### src/rtl/selfprog_map.vh
`ifndef SELFPROG_MAP_VH
`define SELFPROG_MAP_VH

// ****************************************************************
// Register byte offsets
// ****************************************************************
`define OFS_CTRL 8'h00
`define OFS_POINTER 8'h04
`define OFS_DATA 8'h08
`define OFS_INSTR 8'h0C
`define OFS_RESULT 8'h10
`define OFS_BUFMASK 8'h14
`define OFS_STATUS 8'h18

// ****************************************************************
// Control register fields
// ****************************************************************
`define CTL_IRQ_EN 7
`define CTL_CBUSY 6
`define CTL_CREAD_EN 4
`define CTL_LOCK_SET 3
`define CTL_PAGE_WR 2
`define CTL_PAGE_ERS 1
`define CTL_SP_EN 0
`define CTL_RESET 8'h00

// Lower five-bit commands
`define CMD_CREAD 5'b1_0001
`define CMD_LOCK 5'b0_1001
`define CMD_WRITE 5'b0_0101
`define CMD_ERASE 5'b0_0011
`define CMD_LOAD 5'b0_0001

// ****************************************************************
// Pointer fields and readback selectors
// ****************************************************************
`define PTR_PAGE_HI 12
`define PTR_PAGE_LO 6
`define PTR_WORD_HI 5
`define PTR_WORD_LO 1
`define SEL_FUSE_LOW 16'h0000
`define SEL_LOCK 16'h0001
`define SEL_FUSE_EXT 16'h0002
`define SEL_FUSE_HIGH 16'h0003

// Lock bits 5..2 boot locks, 1..0 memory locks
`define LOCK_BOOT_HI 5
`define LOCK_BOOT_LO 2
`define LOCK_RESET 8'hFF

// ****************************************************************
// Timing
// ****************************************************************
`define STORE_WINDOW 3'd4
`define LOAD_WINDOW 3'd3
`define CLK_PERIOD_PS 8000
`define PROG_TIME_US 4500
// Scaled so that the intermediate product stays inside 32 bits
`define PROG_CYCLES ((`PROG_TIME_US * 1000) / (`CLK_PERIOD_PS / 1000))

`endif

### src/rtl/prog_timer.v
`timescale 1ns/1ps
`default_nettype none
`include "selfprog_map.vh"

// ****************************************************************
// Flash operation timer
// ****************************************************************
module prog_timer #(
   parameter integer CYCLES = `PROG_CYCLES
) (
   input wire ref_clk,
   input wire reset_n,
   input wire start,
   output reg running_q,
   output reg done_q
);

   reg [31:0] count_q;

   // Reset does not stop a running operation: the cell must finish
   // Reset sits in the else branch so an unknown flag still gets cleared
   always @(posedge ref_clk) begin
      if (reset_n || running_q) begin
         done_q <= 1'b0;
         if (running_q) begin
            if (count_q == CYCLES - 1) begin
               running_q <= 1'b0;
               done_q <= 1'b1;
               count_q <= 32'h0000_0000;
            end else begin
               count_q <= count_q + 32'h0000_0001;
            end
         end else if (start) begin
            running_q <= 1'b1;
            count_q <= 32'h0000_0000;
         end
      end else begin
         count_q <= 32'h0000_0000;
         running_q <= 1'b0;
         done_q <= 1'b0;
      end
   end

endmodule // prog_timer

`default_nettype wire

### src/rtl/flash_self_program_sequencer.v
// Functional notes
// - Erase: command 00011, store within four cycles
// - Erase uses only page field of pointer
// - Concurrent target runs on; halting target stalls
// - Load: command 00001 stores data at word
// - Buffer clears on write, read-enable, reset
// - EEPROM write during loading discards buffer
// - Write: command 00101, data ignored, page only
// - Ready interrupt while enable bit clear
// - Erase/write of a concurrent page blocks reads, busy flag
// - Lock set: command 01001, value from data zero
// - Zero bits 5..2 program boot locks
// - Lock programming never stalls or blocks reads
// - EEPROM busy rejects programming and readback
// - Pointer 0001 readback returns lock byte
// - Lock-set, enable self-clear on end/timeout
// - Lock byte layout 5..2 boot, 1..0 memory
// - Pointers 0000, 0002, 0003 select fuse bytes
// - Programmed bits read zero, unprogrammed one
// - Reset never aborts a running flash write
// - Control register bit layout
// - Unlisted five-bit commands have no effect
// - Enable bit stays set until operation ends
// - Page load clears concurrent busy flag
`timescale 1ns/1ps
`default_nettype none
`include "selfprog_map.vh"

module flash_self_program_sequencer #(
   parameter integer PROG_CYCLES = `PROG_CYCLES,
   parameter integer HALT_PAGE_FIRST = 96,
   parameter integer PAGE_WORDS = 32
) (
   input wire ref_clk,
   input wire reset_n,
   input wire hsel,
   input wire [31:0] haddr,
   input wire [1:0] htrans,
   input wire hwrite,
   input wire [2:0] hsize,
   input wire hready,
   input wire [31:0] hwdata,
   output reg [31:0] hrdata,
   output reg hreadyout,
   output reg hresp,
   input wire eeprom_write_busy,
   input wire [7:0] fuse_low_byte,
   input wire [7:0] fuse_high_byte,
   input wire [7:0] extended_fuse_byte,
   output reg core_halt_q,
   output reg concurrent_read_block_q,
   output reg ready_irq_q,
   output reg flash_erase_q,
   output reg flash_write_q,
   output reg flash_lock_q,
   output reg [6:0] flash_page_q
);

   // ****************************************************************
   // State
   // ****************************************************************
   reg [7:0] ctrl_q;
   reg [15:0] pointer_q;
   reg [7:0] data_reg_zero_q;
   reg [7:0] data_reg_one_q;
   reg [7:0] result_q;
   reg [7:0] lock_q;
   reg [7:0] lock_value_q;
   reg [2:0] window_q;
   reg [1:0] op_q;
   reg [PAGE_WORDS-1:0] buf_valid_q;
   reg [15:0] page_buf [0:PAGE_WORDS-1];
   reg wr_pend_q;
   reg [7:0] wr_addr_q;
   reg eeprom_busy_prev_q;
   wire timer_running;
   wire timer_done;
   reg timer_start;

   localparam [1:0] OP_NONE = 2'd0;
   localparam [1:0] OP_ERASE = 2'd1;
   localparam [1:0] OP_WRITE = 2'd2;
   localparam [1:0] OP_LOCK = 2'd3;

   wire busy = timer_running | (op_q != OP_NONE);
   wire [4:0] word_sel = pointer_q[`PTR_WORD_HI:`PTR_WORD_LO];
   wire [6:0] page_sel = pointer_q[`PTR_PAGE_HI:`PTR_PAGE_LO];

   // ****************************************************************
   // Bus decode
   // ****************************************************************
   function is_reg;
      input [7:0] a;
      input [7:0] ofs;
      begin
         is_reg = (a == ofs);
      end
   endfunction

   wire addr_phase = hsel & hready & htrans[1];
   wire wr_now = wr_pend_q;
   wire [4:0] cmd_in = hwdata[4:0];
   wire ctrl_wr = wr_now && is_reg(wr_addr_q, `OFS_CTRL);
   wire instr_wr = wr_now && is_reg(wr_addr_q, `OFS_INSTR);
   wire store_ins = instr_wr & hwdata[0];
   wire load_ins = instr_wr & hwdata[1] & ~hwdata[0];
   wire cmd_ok = (cmd_in == `CMD_CREAD) || (cmd_in == `CMD_LOCK) ||
                 (cmd_in == `CMD_WRITE) || (cmd_in == `CMD_ERASE) ||
                 (cmd_in == `CMD_LOAD);
   wire store_open = ctrl_q[`CTL_SP_EN] && (window_q != 3'd0) &&
                     (op_q == OP_NONE);
   wire load_open = store_open && ctrl_q[`CTL_LOCK_SET] &&
                    (window_q > `STORE_WINDOW - `LOAD_WINDOW);

   // Accepted requests; an EEPROM write refuses both
   wire store_go = store_ins && store_open && !eeprom_write_busy;
   wire load_go = load_ins && load_open && !eeprom_write_busy;

   // Registered answer: data in the data phase, zero wait states
   always @(posedge ref_clk) begin
      if (!reset_n) begin
         hrdata <= 32'h0000_0000;
         hreadyout <= 1'b0;
         hresp <= 1'b0;
         wr_pend_q <= 1'b0;
         wr_addr_q <= 8'h00;
      end else begin
         hreadyout <= 1'b1;
         hresp <= 1'b0;
         wr_pend_q <= addr_phase & hwrite;
         wr_addr_q <= {haddr[7:2], 2'b00};
         if (addr_phase && !hwrite) begin
            if (is_reg(haddr[7:0], `OFS_CTRL)) begin
               hrdata <= {24'h00_0000, ctrl_q[7:6], 1'b0, ctrl_q[4:0]};
            end else if (is_reg(haddr[7:0], `OFS_POINTER)) begin
               hrdata <= {16'h0000, pointer_q};
            end else if (is_reg(haddr[7:0], `OFS_DATA)) begin
               // Upper half shows the buffer word that the pointer selects
               hrdata <= {(buf_valid_q[word_sel] ? page_buf[word_sel] :
                          16'h0000), data_reg_one_q, data_reg_zero_q};
            end else if (is_reg(haddr[7:0], `OFS_RESULT)) begin
               hrdata <= {24'h00_0000, result_q};
            end else if (is_reg(haddr[7:0], `OFS_BUFMASK)) begin
               hrdata <= {{(32-PAGE_WORDS){1'b0}}, buf_valid_q};
            end else if (is_reg(haddr[7:0], `OFS_STATUS)) begin
               hrdata <= {29'h0000_0000, eeprom_write_busy, core_halt_q,
                          busy};
            end else begin
               hrdata <= 32'h0000_0000;
            end
         end
      end
   end

   // ****************************************************************
   // Readback selection
   // ****************************************************************
   // Fuse and lock cells read zero when programmed
   function [7:0] readback;
      input [15:0] ptr;
      input [7:0] lockb;
      input [7:0] flo;
      input [7:0] fhi;
      input [7:0] fex;
      begin
         if (ptr == `SEL_LOCK) begin
            readback = {2'b11, lockb[5:0]};
         end else if (ptr == `SEL_FUSE_EXT) begin
            readback = fex;
         end else if (ptr == `SEL_FUSE_HIGH) begin
            readback = fhi;
         end else begin
            readback = flo;
         end
      end
   endfunction

   // ****************************************************************
   // Sequencer
   // ****************************************************************
   always @* begin
      timer_start = 1'b0;
      if (store_go) begin
         if (ctrl_q[4:0] == `CMD_ERASE || ctrl_q[4:0] == `CMD_WRITE ||
             ctrl_q[4:0] == `CMD_LOCK) begin
            timer_start = 1'b1;
         end
      end
   end

   // Reset is held off while a flash cell operation runs; only the timer
   // gates it, so an unknown op code at power-up cannot hold reset off
   always @(posedge ref_clk) begin
      if (!reset_n && !timer_running) begin
         ctrl_q <= `CTL_RESET;
         pointer_q <= 16'h0000;
         data_reg_zero_q <= 8'h00;
         data_reg_one_q <= 8'h00;
         result_q <= 8'h00;
         window_q <= 3'd0;
         op_q <= OP_NONE;
         buf_valid_q <= {PAGE_WORDS{1'b0}};
         eeprom_busy_prev_q <= 1'b0;
         core_halt_q <= 1'b0;
         concurrent_read_block_q <= 1'b0;
         ready_irq_q <= 1'b0;
         flash_erase_q <= 1'b0;
         flash_write_q <= 1'b0;
         flash_lock_q <= 1'b0;
         flash_page_q <= 7'h00;
         lock_value_q <= 8'hFF;
      end else if (reset_n) begin
         eeprom_busy_prev_q <= eeprom_write_busy;
         ready_irq_q <= ctrl_q[`CTL_IRQ_EN] & ~ctrl_q[`CTL_SP_EN];
         concurrent_read_block_q <= ctrl_q[`CTL_CBUSY];

         // Software register writes
         if (wr_now && is_reg(wr_addr_q, `OFS_POINTER)) begin
            pointer_q <= hwdata[15:0];
         end
         if (wr_now && is_reg(wr_addr_q, `OFS_DATA)) begin
            data_reg_zero_q <= hwdata[7:0];
            data_reg_one_q <= hwdata[15:8];
         end

         // Window countdown; lapse drops the pending command
         if (window_q != 3'd0 && op_q == OP_NONE) begin
            window_q <= window_q - 3'd1;
            if (window_q == 3'd1) begin
               ctrl_q[4:0] <= 5'b0_0000;
            end
         end

         // EEPROM write while buffer holds data loses it all
         if (eeprom_write_busy && !eeprom_busy_prev_q) begin
            buf_valid_q <= {PAGE_WORDS{1'b0}};
         end

         if (ctrl_wr && !busy) begin
            ctrl_q[`CTL_IRQ_EN] <= hwdata[`CTL_IRQ_EN];
            if (cmd_ok && !eeprom_write_busy) begin
               ctrl_q[4:0] <= cmd_in;
               window_q <= `STORE_WINDOW;
            end
         end else if (store_go) begin
            window_q <= 3'd0;
            case (ctrl_q[4:0])
               `CMD_LOAD: begin
                  page_buf[word_sel] <= {data_reg_one_q,
                                         data_reg_zero_q};
                  buf_valid_q[word_sel] <= 1'b1;
                  ctrl_q[`CTL_CBUSY] <= 1'b0;
                  ctrl_q[4:0] <= 5'b0_0000;
               end
               `CMD_CREAD: begin
                  ctrl_q[`CTL_CBUSY] <= 1'b0;
                  buf_valid_q <= {PAGE_WORDS{1'b0}};
                  ctrl_q[4:0] <= 5'b0_0000;
               end
               `CMD_ERASE, `CMD_WRITE: begin
                  // Only the page field is taken; data ignored
                  flash_page_q <= page_sel;
                  // A store in the last window cycle keeps the command
                  ctrl_q[4:0] <= ctrl_q[4:0];
                  if (ctrl_q[`CTL_PAGE_ERS]) begin
                     op_q <= OP_ERASE;
                     flash_erase_q <= 1'b1;
                  end else begin
                     op_q <= OP_WRITE;
                     flash_write_q <= 1'b1;
                  end
                  if (page_sel >= HALT_PAGE_FIRST) begin
                     core_halt_q <= 1'b1;
                  end else begin
                     ctrl_q[`CTL_CBUSY] <= 1'b1;
                     concurrent_read_block_q <= 1'b1;
                  end
               end
               default: begin
                  // Lock set; pointer is a don't care, no stall
                  op_q <= OP_LOCK;
                  flash_lock_q <= 1'b1;
                  lock_value_q <= data_reg_zero_q;
                  ctrl_q[4:0] <= ctrl_q[4:0];
               end
            endcase
         end else if (load_go) begin
            result_q <= readback(pointer_q, lock_q, fuse_low_byte,
                                 fuse_high_byte, extended_fuse_byte);
            ctrl_q[4:0] <= 5'b0_0000;
            window_q <= 3'd0;
         end

         // Enable bit stays high until the cell operation ends
         if (timer_done) begin
            ctrl_q[4:0] <= 5'b0_0000;
            op_q <= OP_NONE;
            core_halt_q <= 1'b0;
            flash_erase_q <= 1'b0;
            flash_write_q <= 1'b0;
            flash_lock_q <= 1'b0;
            if (op_q == OP_WRITE) begin
               buf_valid_q <= {PAGE_WORDS{1'b0}};
            end
         end
      end
   end

   // ****************************************************************
   // Non-volatile lock cells
   // ****************************************************************
   // Lock cells hold through reset; no path sets a programmed lock bit back to one
   initial lock_q = `LOCK_RESET;
   always @(posedge ref_clk) begin
      if (timer_done && op_q == OP_LOCK) begin
         lock_q[`LOCK_BOOT_HI:`LOCK_BOOT_LO] <=
            lock_q[`LOCK_BOOT_HI:`LOCK_BOOT_LO] &
            lock_value_q[`LOCK_BOOT_HI:`LOCK_BOOT_LO];
      end
   end

   prog_timer #(
      .CYCLES(PROG_CYCLES)
   ) u_timer (
      .ref_clk(ref_clk),
      .reset_n(reset_n),
      .start(timer_start),
      .running_q(timer_running),
      .done_q(timer_done)
   );

endmodule // flash_self_program_sequencer

`default_nettype wire

### config.mk
export PLATFORM = sky130hd
export DESIGN_NAME = flash_self_program_sequencer
export DESIGN_NICKNAME = d
export VERILOG_FILES = /design/src/rtl/prog_timer.v /design/src/rtl/flash_self_program_sequencer.v
export VERILOG_INCLUDE_DIRS = /design/src /design/src/rtl
export SDC_FILE = /design/constraint.sdc
export NUM_CORES = 1
export LEC_CHECK = 0
export BUFFER_PORTS_ARGS = -buffer_cell sky130_fd_sc_hd__buf_2
export CELL_PAD_IN_SITES_DETAIL_PLACEMENT = 1
export CELL_PAD_IN_SITES_GLOBAL_PLACEMENT = 1
export CORE_UTILIZATION = 46
export DETAILED_ROUTE_END_ITERATION = 12
export PLACE_DENSITY = 0.74
export SYNTH_ARGS = -nofsm -noshare
export SYNTH_HDL_FRONTEND = slang
export SYNTH_SLANG_ARGS = --single-unit
### constraint.sdc
create_clock -name ref_clk -period 3 [get_ports ref_clk]
set_input_delay 0.3 -clock ref_clk [delete_from_list [all_inputs] [get_ports ref_clk]]
set_output_delay 0.3 -clock ref_clk [all_outputs]
set_load 0.1 [all_outputs]
==> flow_summary_export.csv, run 1 <==
group,metric,value,unit
setup_path,reg2reg_from,"window_q[1]",
clocking,cts-buffers-inserted,74,
setup_path,path_cells,"inv_1 > ha_1 > nor2b_1 > or4_4 > or2_0 > nor2_4 > nand3_2 > buf_4 > nor2_1 > buf_12",
finish,syn2layout_area_growth,17.3,%
routing,vias_per_cell,6.08,
die,fp.dieW,249,um
run,maxCapViolCount,0,
finish,drive_gt1_share,23.1,%
placement,dp_hpwl,53800,um
global_routing,antenna_found_initial,8,
finish,nets,2195,
sta,period_share,97.0,%
routing,dr_total_vias,17800,
setup_path,critPathArrivalTime,3.24,ns
die,core_area,0.0604,sq mm
finish,final_core_util,54.5,%
sta,fmax,0.344,GHz
global_routing,grt-ovfl-total,0,
clocking,cts_tree,"yes",
placement,place_area,0.0303,sq mm
power_and_ir_drop,leakage,11.2,nW
power_and_ir_drop,powerDensity,596,mW/mm^2
setup_path,start_kind,"flip-flop",
synthesis,synth_area_per_cell,14.8,sq um
sta,hold_viol,0,
hold_path,hold_start,"hwdata[4]",
setup_path,rr_worst_depth,10,
setup_path,cp-end-kind,"flip-flop",
global_routing,track_usage,26.1,%
synthesis,synthesis.nets,1999,
routing,wire_per_inst,27.5,um
hold_path,holdPathStages,3,
die,pin_count,146,
setup_path,slowest_stage,"or4_4",
finish,multiInputGateArea,0.00843,sq mm
routing,drc,0,
power_and_ir_drop,ir_drop,384,uV
die,num_rows,90,
finish,ff_latch_area,0.0191,sq mm
synthesis,syn_inst,1896,
synthesis,synth_edf_count,516,
synthesis,seq_area_frac_synth,68.1,%
routing,first_iter_violations,1664,
synthesis,ys_top_cells_by_count,"edfxtp_1, dfxtp_1, nand2_1",
outcome,outcome,"completed",
power_and_ir_drop,power_frac_clock,45.3,%
routing,final_antenna_net_count,0,
setup_path,path_delay_family,"simple AND/OR/NAND/NOR gates",
power_and_ir_drop,combPwrFrac,2.3,%
power_and_ir_drop,pwr-share-seq,52.4,%
sta,period_needed,2.91,ns
sta,drv_slew,0,
clocking,cts-root-buf,"clkbuf_16",
sta,relSlewSlack,25.9,%
synthesis,synth_warnings,0,
setup_path,cp.required,3.33,ns
sta,rsz0062_at_grt,"yes",
global_routing,grt_pass1_wl,120000,um
setup_path,critical_path_buf_inv_count,3,
setup_path,worst-r2r-setup-slack,0.09,ns
die,initial_utilization,46.5,%
synthesis,netlist.area_leader.share,55.2,%
setup_path,slowest_delay,0.55,ns
synthesis,ys_top_cells_by_area,"edfxtp_1, dfxtp_1, mux4_2, mux2i_1, nand2_1",
sta,finalSetupViolCount,0,
setup_path,r2r-end,"page_buf[31][4]",
routing,first_pass_iters,5,
setup_path,crit_fanout,16,
synthesis,synth-async-reset-ratio,0,%
placement,globalplace.congestion,0.933,
synthesis,synth_flop_cell,"edfxtp_1",
setup_path,critPathKind,"flip-flop to flip-flop",
power_and_ir_drop,switching_power,4.08,mW
die,die_area,0.0620,sq mm
clocking,clk_pin_slew_worst_paths,0.06,ns
finish,diodes,0,
die,die_y,249,um
finish,final_area,0.0329,sq mm
clocking,clock-sinks,697,
sta,fin_skew,0.0229,ns
clocking,clock_latency,0.63,ns
sta,timing.hold.ws,0.0411,ns
hold_path,hp-class,"primary input to flip-flop",
power_and_ir_drop,p_int,15.5,mW
hold_path,min_to,"ctrl_q[4]",
placement,port_buffers,100,
clocking,h-tree-depth,3,
finish,fillers,5801,
global_routing,grt_max_degree,41,
synthesis,synth.distinct_cells,81,
synthesis,synth_top_area_cell,"edfxtp_1",
clocking,clk_path_buf_depth,3,
power_and_ir_drop,swShare,20.8,%
global_routing,grt_pass1_vias,18900,
sta,worst_pin_slew,1.11,ns
synthesis,ys_ff_latch,697,
clocking,cts_setup_buffers,0,
routing,wl,80600,um
synthesis,netlist_area,0.0281,sq mm
synthesis,yosysMostFrequentCell,"edfxtp_1",
## state kept, by name, indices dropped and copies added (netlist names), 2 cells and up, named ones only
| register | flops |
|---|---|
| data_reg_zero_q | 8 |
| flash_page_q | 7 |
| result_q | 8 |
| window_q | 3 |
| data_reg_one_q | 8 |
| lock_value_q | 4 |
| ctrl_q | 7 |
| buf_valid_q | 32 |
| page_buf | 512 |
| u_timer.count_q | 32 |
| wr_addr_q | 6 |
| hrdata | 32 |
| pointer_q | 16 |
| op_q | 2 |
| lock_q | 4 |
## worst min-delay path, delay by kind of cell
family | cells | cell delay, ns
AO/OA/AOI/OAI | 1 | 0.07
buffers and inverters | 1 | 0.16
AND/OR/NAND/NOR | 1 | 0.07
## placed cells by master (no fill, tap or decap), types with 21 or more instances in the layout
master,count
a21oi_1,83
a22oi_1,31
a31oi_1,23
buf_12,30
buf_2,100
buf_4,89
clkbuf_1,21
clkbuf_16,75
dfxtp_1,177
dlygate4sd3_1,22
edfxtp_1,516
mux2_2,24
mux2i_1,148
mux4_2,89
nand2_1,155
nand3_1,26
nor2_1,87
o21ai_0,85
o22ai_1,41
## per-layer routing
layer	GRT usage [%]	wire length, um
met1	33.4	32200
met2	44.8	40600
met3	4.41	5060
met4	9.17	2680
met5	0	13
## cell type report
type	instances	share of cell area (%)
sequential	697	58.1
multi-input combinational	1067	25.6
clock buffer	102	6.19
timing repair buffer	241	6.04
tap	782	2.97
clock inverter	33	0.924
inverter	11	0.125
## stage by stage
step	instances	setup slack (ns)	setup TNS, ns	power, mW
floorplan	1896	-0.236	-100.04	10.8
global placement	2776	0.131	0	10.9
detailed placement	2776	0.0733	0	10.9
CTS	2933	0.0599	0	19.7
global route	2933	-0.00347	-0.00666	20.1
finish	2933	0.0898	0	19.6
## cells by family (layout without fill, tap and decap cells)
logic type | Yosys count | after routing | synth area share (%)
xor+xnor | 6 | 6 | 0.187
flops | 697 | 697 | 68.1
fa+ha+maj | 5 | 5 | 0.214
compound gates | 368 | 368 | 8.43
simple gates | 425 | 425 | 7.52
buf+inv | 132 | 387 | 2.07
mux | 262 | 262 | 13.4
other cells | 1 | 1 | 0.0134
## timing repair
item	CTS	global route
endpoints found under the setup margin	0	173
gates resized for setup	0	5
endpoints found under the hold margin	32	0
hold buffers	22	0
## power by group through the flow
stage | Sequential [mW] | Clock [mW] | Combinational [mW]
after global placement | 10.5 | 0 | 0.421
after detailed placement | 10.5 | 0 | 0.439
after global routing | 10.3 | 9.34 | 0.494
after CTS | 10.3 | 9.02 | 0.461
after floorplan | 10.5 | 0 | 0.220
final | 10.3 | 8.88 | 0.461
## how the worst max path moves through the flow
stage	startpoint	end	slack [ns]	cells after the start
after floorplan	window_q[0]	page_buf[1][0]	-0.24	10
after global placement	window_q[0]	page_buf[15][9]	0.13	10
after detailed placement	window_q[1]	page_buf[4][1]	0.07	10
after CTS	window_q[1]	page_buf[4][9]	0.06	10
after global routing	window_q[0]	page_buf[12][8]	-0.003	10
final	window_q[1]	page_buf[31][4]	0.09	10
No activity file was read; power rests on OpenSTA's default activity.
==> run 2: changes to the inputs <==
Settings changed: SETUP_SLACK_MARGIN set to 0.4.
==> run 2 against run 1 <==
Sequential share of layout area is 0.81 points lower. Cell count rose by 0.20%. Clock skew down 0.0052 ns. Via count rose by 0.88%. Clock power shrank 2.5%. Setup slack improved by 0.24 ns. Power decreased by 0.64%. Global-route usage grew 0.17 points. Critical path depth up 1. Routed wire length rose by 0.93%. Largest cell class unchanged. Highest routed layer is now met4.
==> flow_summary_export.csv, run 2 (synthesis results as in run 1) <==
group,metric,value,unit
global_routing,antenna_found_initial,2,
setup_path,cp.required,3.32,ns
finish,diodes,0,
run,maxCapViolCount,0,
die,initial_utilization,46.5,%
sta,rsz0062_at_grt,"yes",
setup_path,cp-end-kind,"flip-flop",
finish,drive_gt1_share,24.8,%
placement,port_buffers,100,
global_routing,track_usage,26.3,%
routing,final_antenna_net_count,0,
sta,fin_skew,0.0177,ns
power_and_ir_drop,p_int,15.5,mW
setup_path,critPathKind,"flip-flop to flip-flop",
routing,wl,81400,um
finish,layout_commonest_cell,"edfxtp_1",
sta,period_share,89.0,%
power_and_ir_drop,switching_power,4.02,mW
hold_path,hp-class,"primary input to flip-flop",
clocking,cts-buffers-inserted,72,
routing,wire_per_inst,27.7,um
sta,drv_slew,0,
clocking,clock_latency,0.61,ns
clocking,clock-sinks,697,
placement,dp_hpwl,53900,um
clocking,cts_tree,"yes",
sta,period_needed,2.67,ns
finish,final_core_util,55.3,%
routing,first_iter_violations,1726,
sta,setup_tns,0,ns
power_and_ir_drop,ir_drop,404,uV
global_routing,grt-ovfl-total,0,
sta,relSlewSlack,38.7,%
clocking,clk_pin_slew_worst_paths,0.06,ns
routing,vias_per_cell,6.12,
routing,dr_total_vias,18000,
setup_path,critPathArrivalTime,2.99,ns
die,die_area,0.0620,sq mm
clocking,h-tree-depth,3,
die,core_area,0.0604,sq mm
power_and_ir_drop,powerDensity,584,mW/mm^2
die,num_rows,90,
sta,finalSetupViolCount,0,
placement,globalplace.congestion,0.936,
setup_path,crit_fanout,5,
setup_path,start_kind,"flip-flop",
placement,place_area,0.0307,sq mm
routing,first_pass_iters,8,
finish,regMostFlops,"page_buf",
power_and_ir_drop,swShare,20.6,%
die,die_y,249,um
power_and_ir_drop,power,19.5,mW
global_routing,grt_pass1_wl,121000,um
global_routing,grt_max_degree,42,
sta,fin_ws,0.331,ns
routing,drc,0,
finish,syn2layout_area_growth,19.0,%
finish,layout_common_cells,"edfxtp_1, dfxtp_1, nand2_1",
global_routing,grt_pass1_vias,18800,
finish,nets,2205,
power_and_ir_drop,power_frac_clock,44.4,%
clocking,clk_path_buf_depth,3,
clocking,cts-root-buf,"clkbuf_16",
die,pin_count,146,
outcome,outcome,"completed",
sta,fmax,0.375,GHz
placement,pre_cts_ws,0.0378,ns
finish,largest_reg_flops,512,
sta,worst_pin_slew,0.911,ns
power_and_ir_drop,combPwrFrac,2.8,%
die,fp.dieW,249,um
finish,final_area,0.0334,sq mm
power_and_ir_drop,leakage,11.4,nW
sta,hold_viol,0,
power_and_ir_drop,pwr-share-seq,52.8,%
==> run 2: power groups by stage <==
stage / clock [mW] / combinational [mW] / sequential, mW
final: 8.66 / 0.544 / 10.3
after global routing: 9.11 / 0.581 / 10.3
after CTS: 8.77 / 0.476 / 10.3
after detailed placement: 0 / 0.449 / 10.5
after global placement: 0 / 0.431 / 10.5
after floorplan: 0 / 0.243 / 10.5
==> run 2: per-stage QoR <==
step | instances | hold slack [ns]
floorplan | 1896 | 0.328
detailed placement | 2774 | 0.450
finish | 2939 | 0.0279
CTS | 2933 | 0.0151
global route | 2939 | 0.0362
global placement | 2774 | 0.441
==> run 2: repair_timing <==
item | in CTS | in global routing
endpoints found under the setup margin | 552 | 554
gates cloned | 0 | 1
pin swaps | 3 | 6
buffers inserted | 6 | 5
hold endpoints to repair | 34 | 0
hold buffers | 24 | 0
resized for setup | 9 | 13
==> run 2: path summary, 6_finish.rpt <==
path,start,to,slack [ns],cells after the start
worst max-delay path,window_q[0],page_buf[15][5],0.33,11
worst min-delay path,eeprom_write_busy,eeprom_busy_prev_q,0.03,3
worst max register to register,window_q[0],page_buf[15][5],0.33,11
worst min register to register,flash_page_q[5],flash_page_q[5],0.45,2
==> run 2: final cells by class <==
type | count | area (sq um)
sequential | 697 | 19100
fill | 5746 | 27000
tap | 782 | 978
inverter | 11 | 43.8
clock buffer | 96 | 2030
clock inverter | 33 | 238
multi-input combinational | 1067 | 8710
timing repair buffer | 253 | 2250
==> run 2: worst max-delay path, stage by stage (launching register included) <==
cell and delay, ns:
dfxtp_4 0.35, inv_2 0.05, ha_4 0.15, nor2b_4 0.12
or4_4 0.54, or2_4 0.26, nor2_4 0.10, buf_12 0.14
nand3_4 0.09, buf_6 0.18, nor2_4 0.20, clkbuf_16 0.19
==> run 2: per-layer routing <==
layer  vias up  track usage (%)  part of all wire, %
met5         -                0                    0
met4         0             10.8                  4.2
met3       179             3.61                  5.1
met2       623             45.3                   51
met1      9368             33.4                   40
li1       7831                -                    -
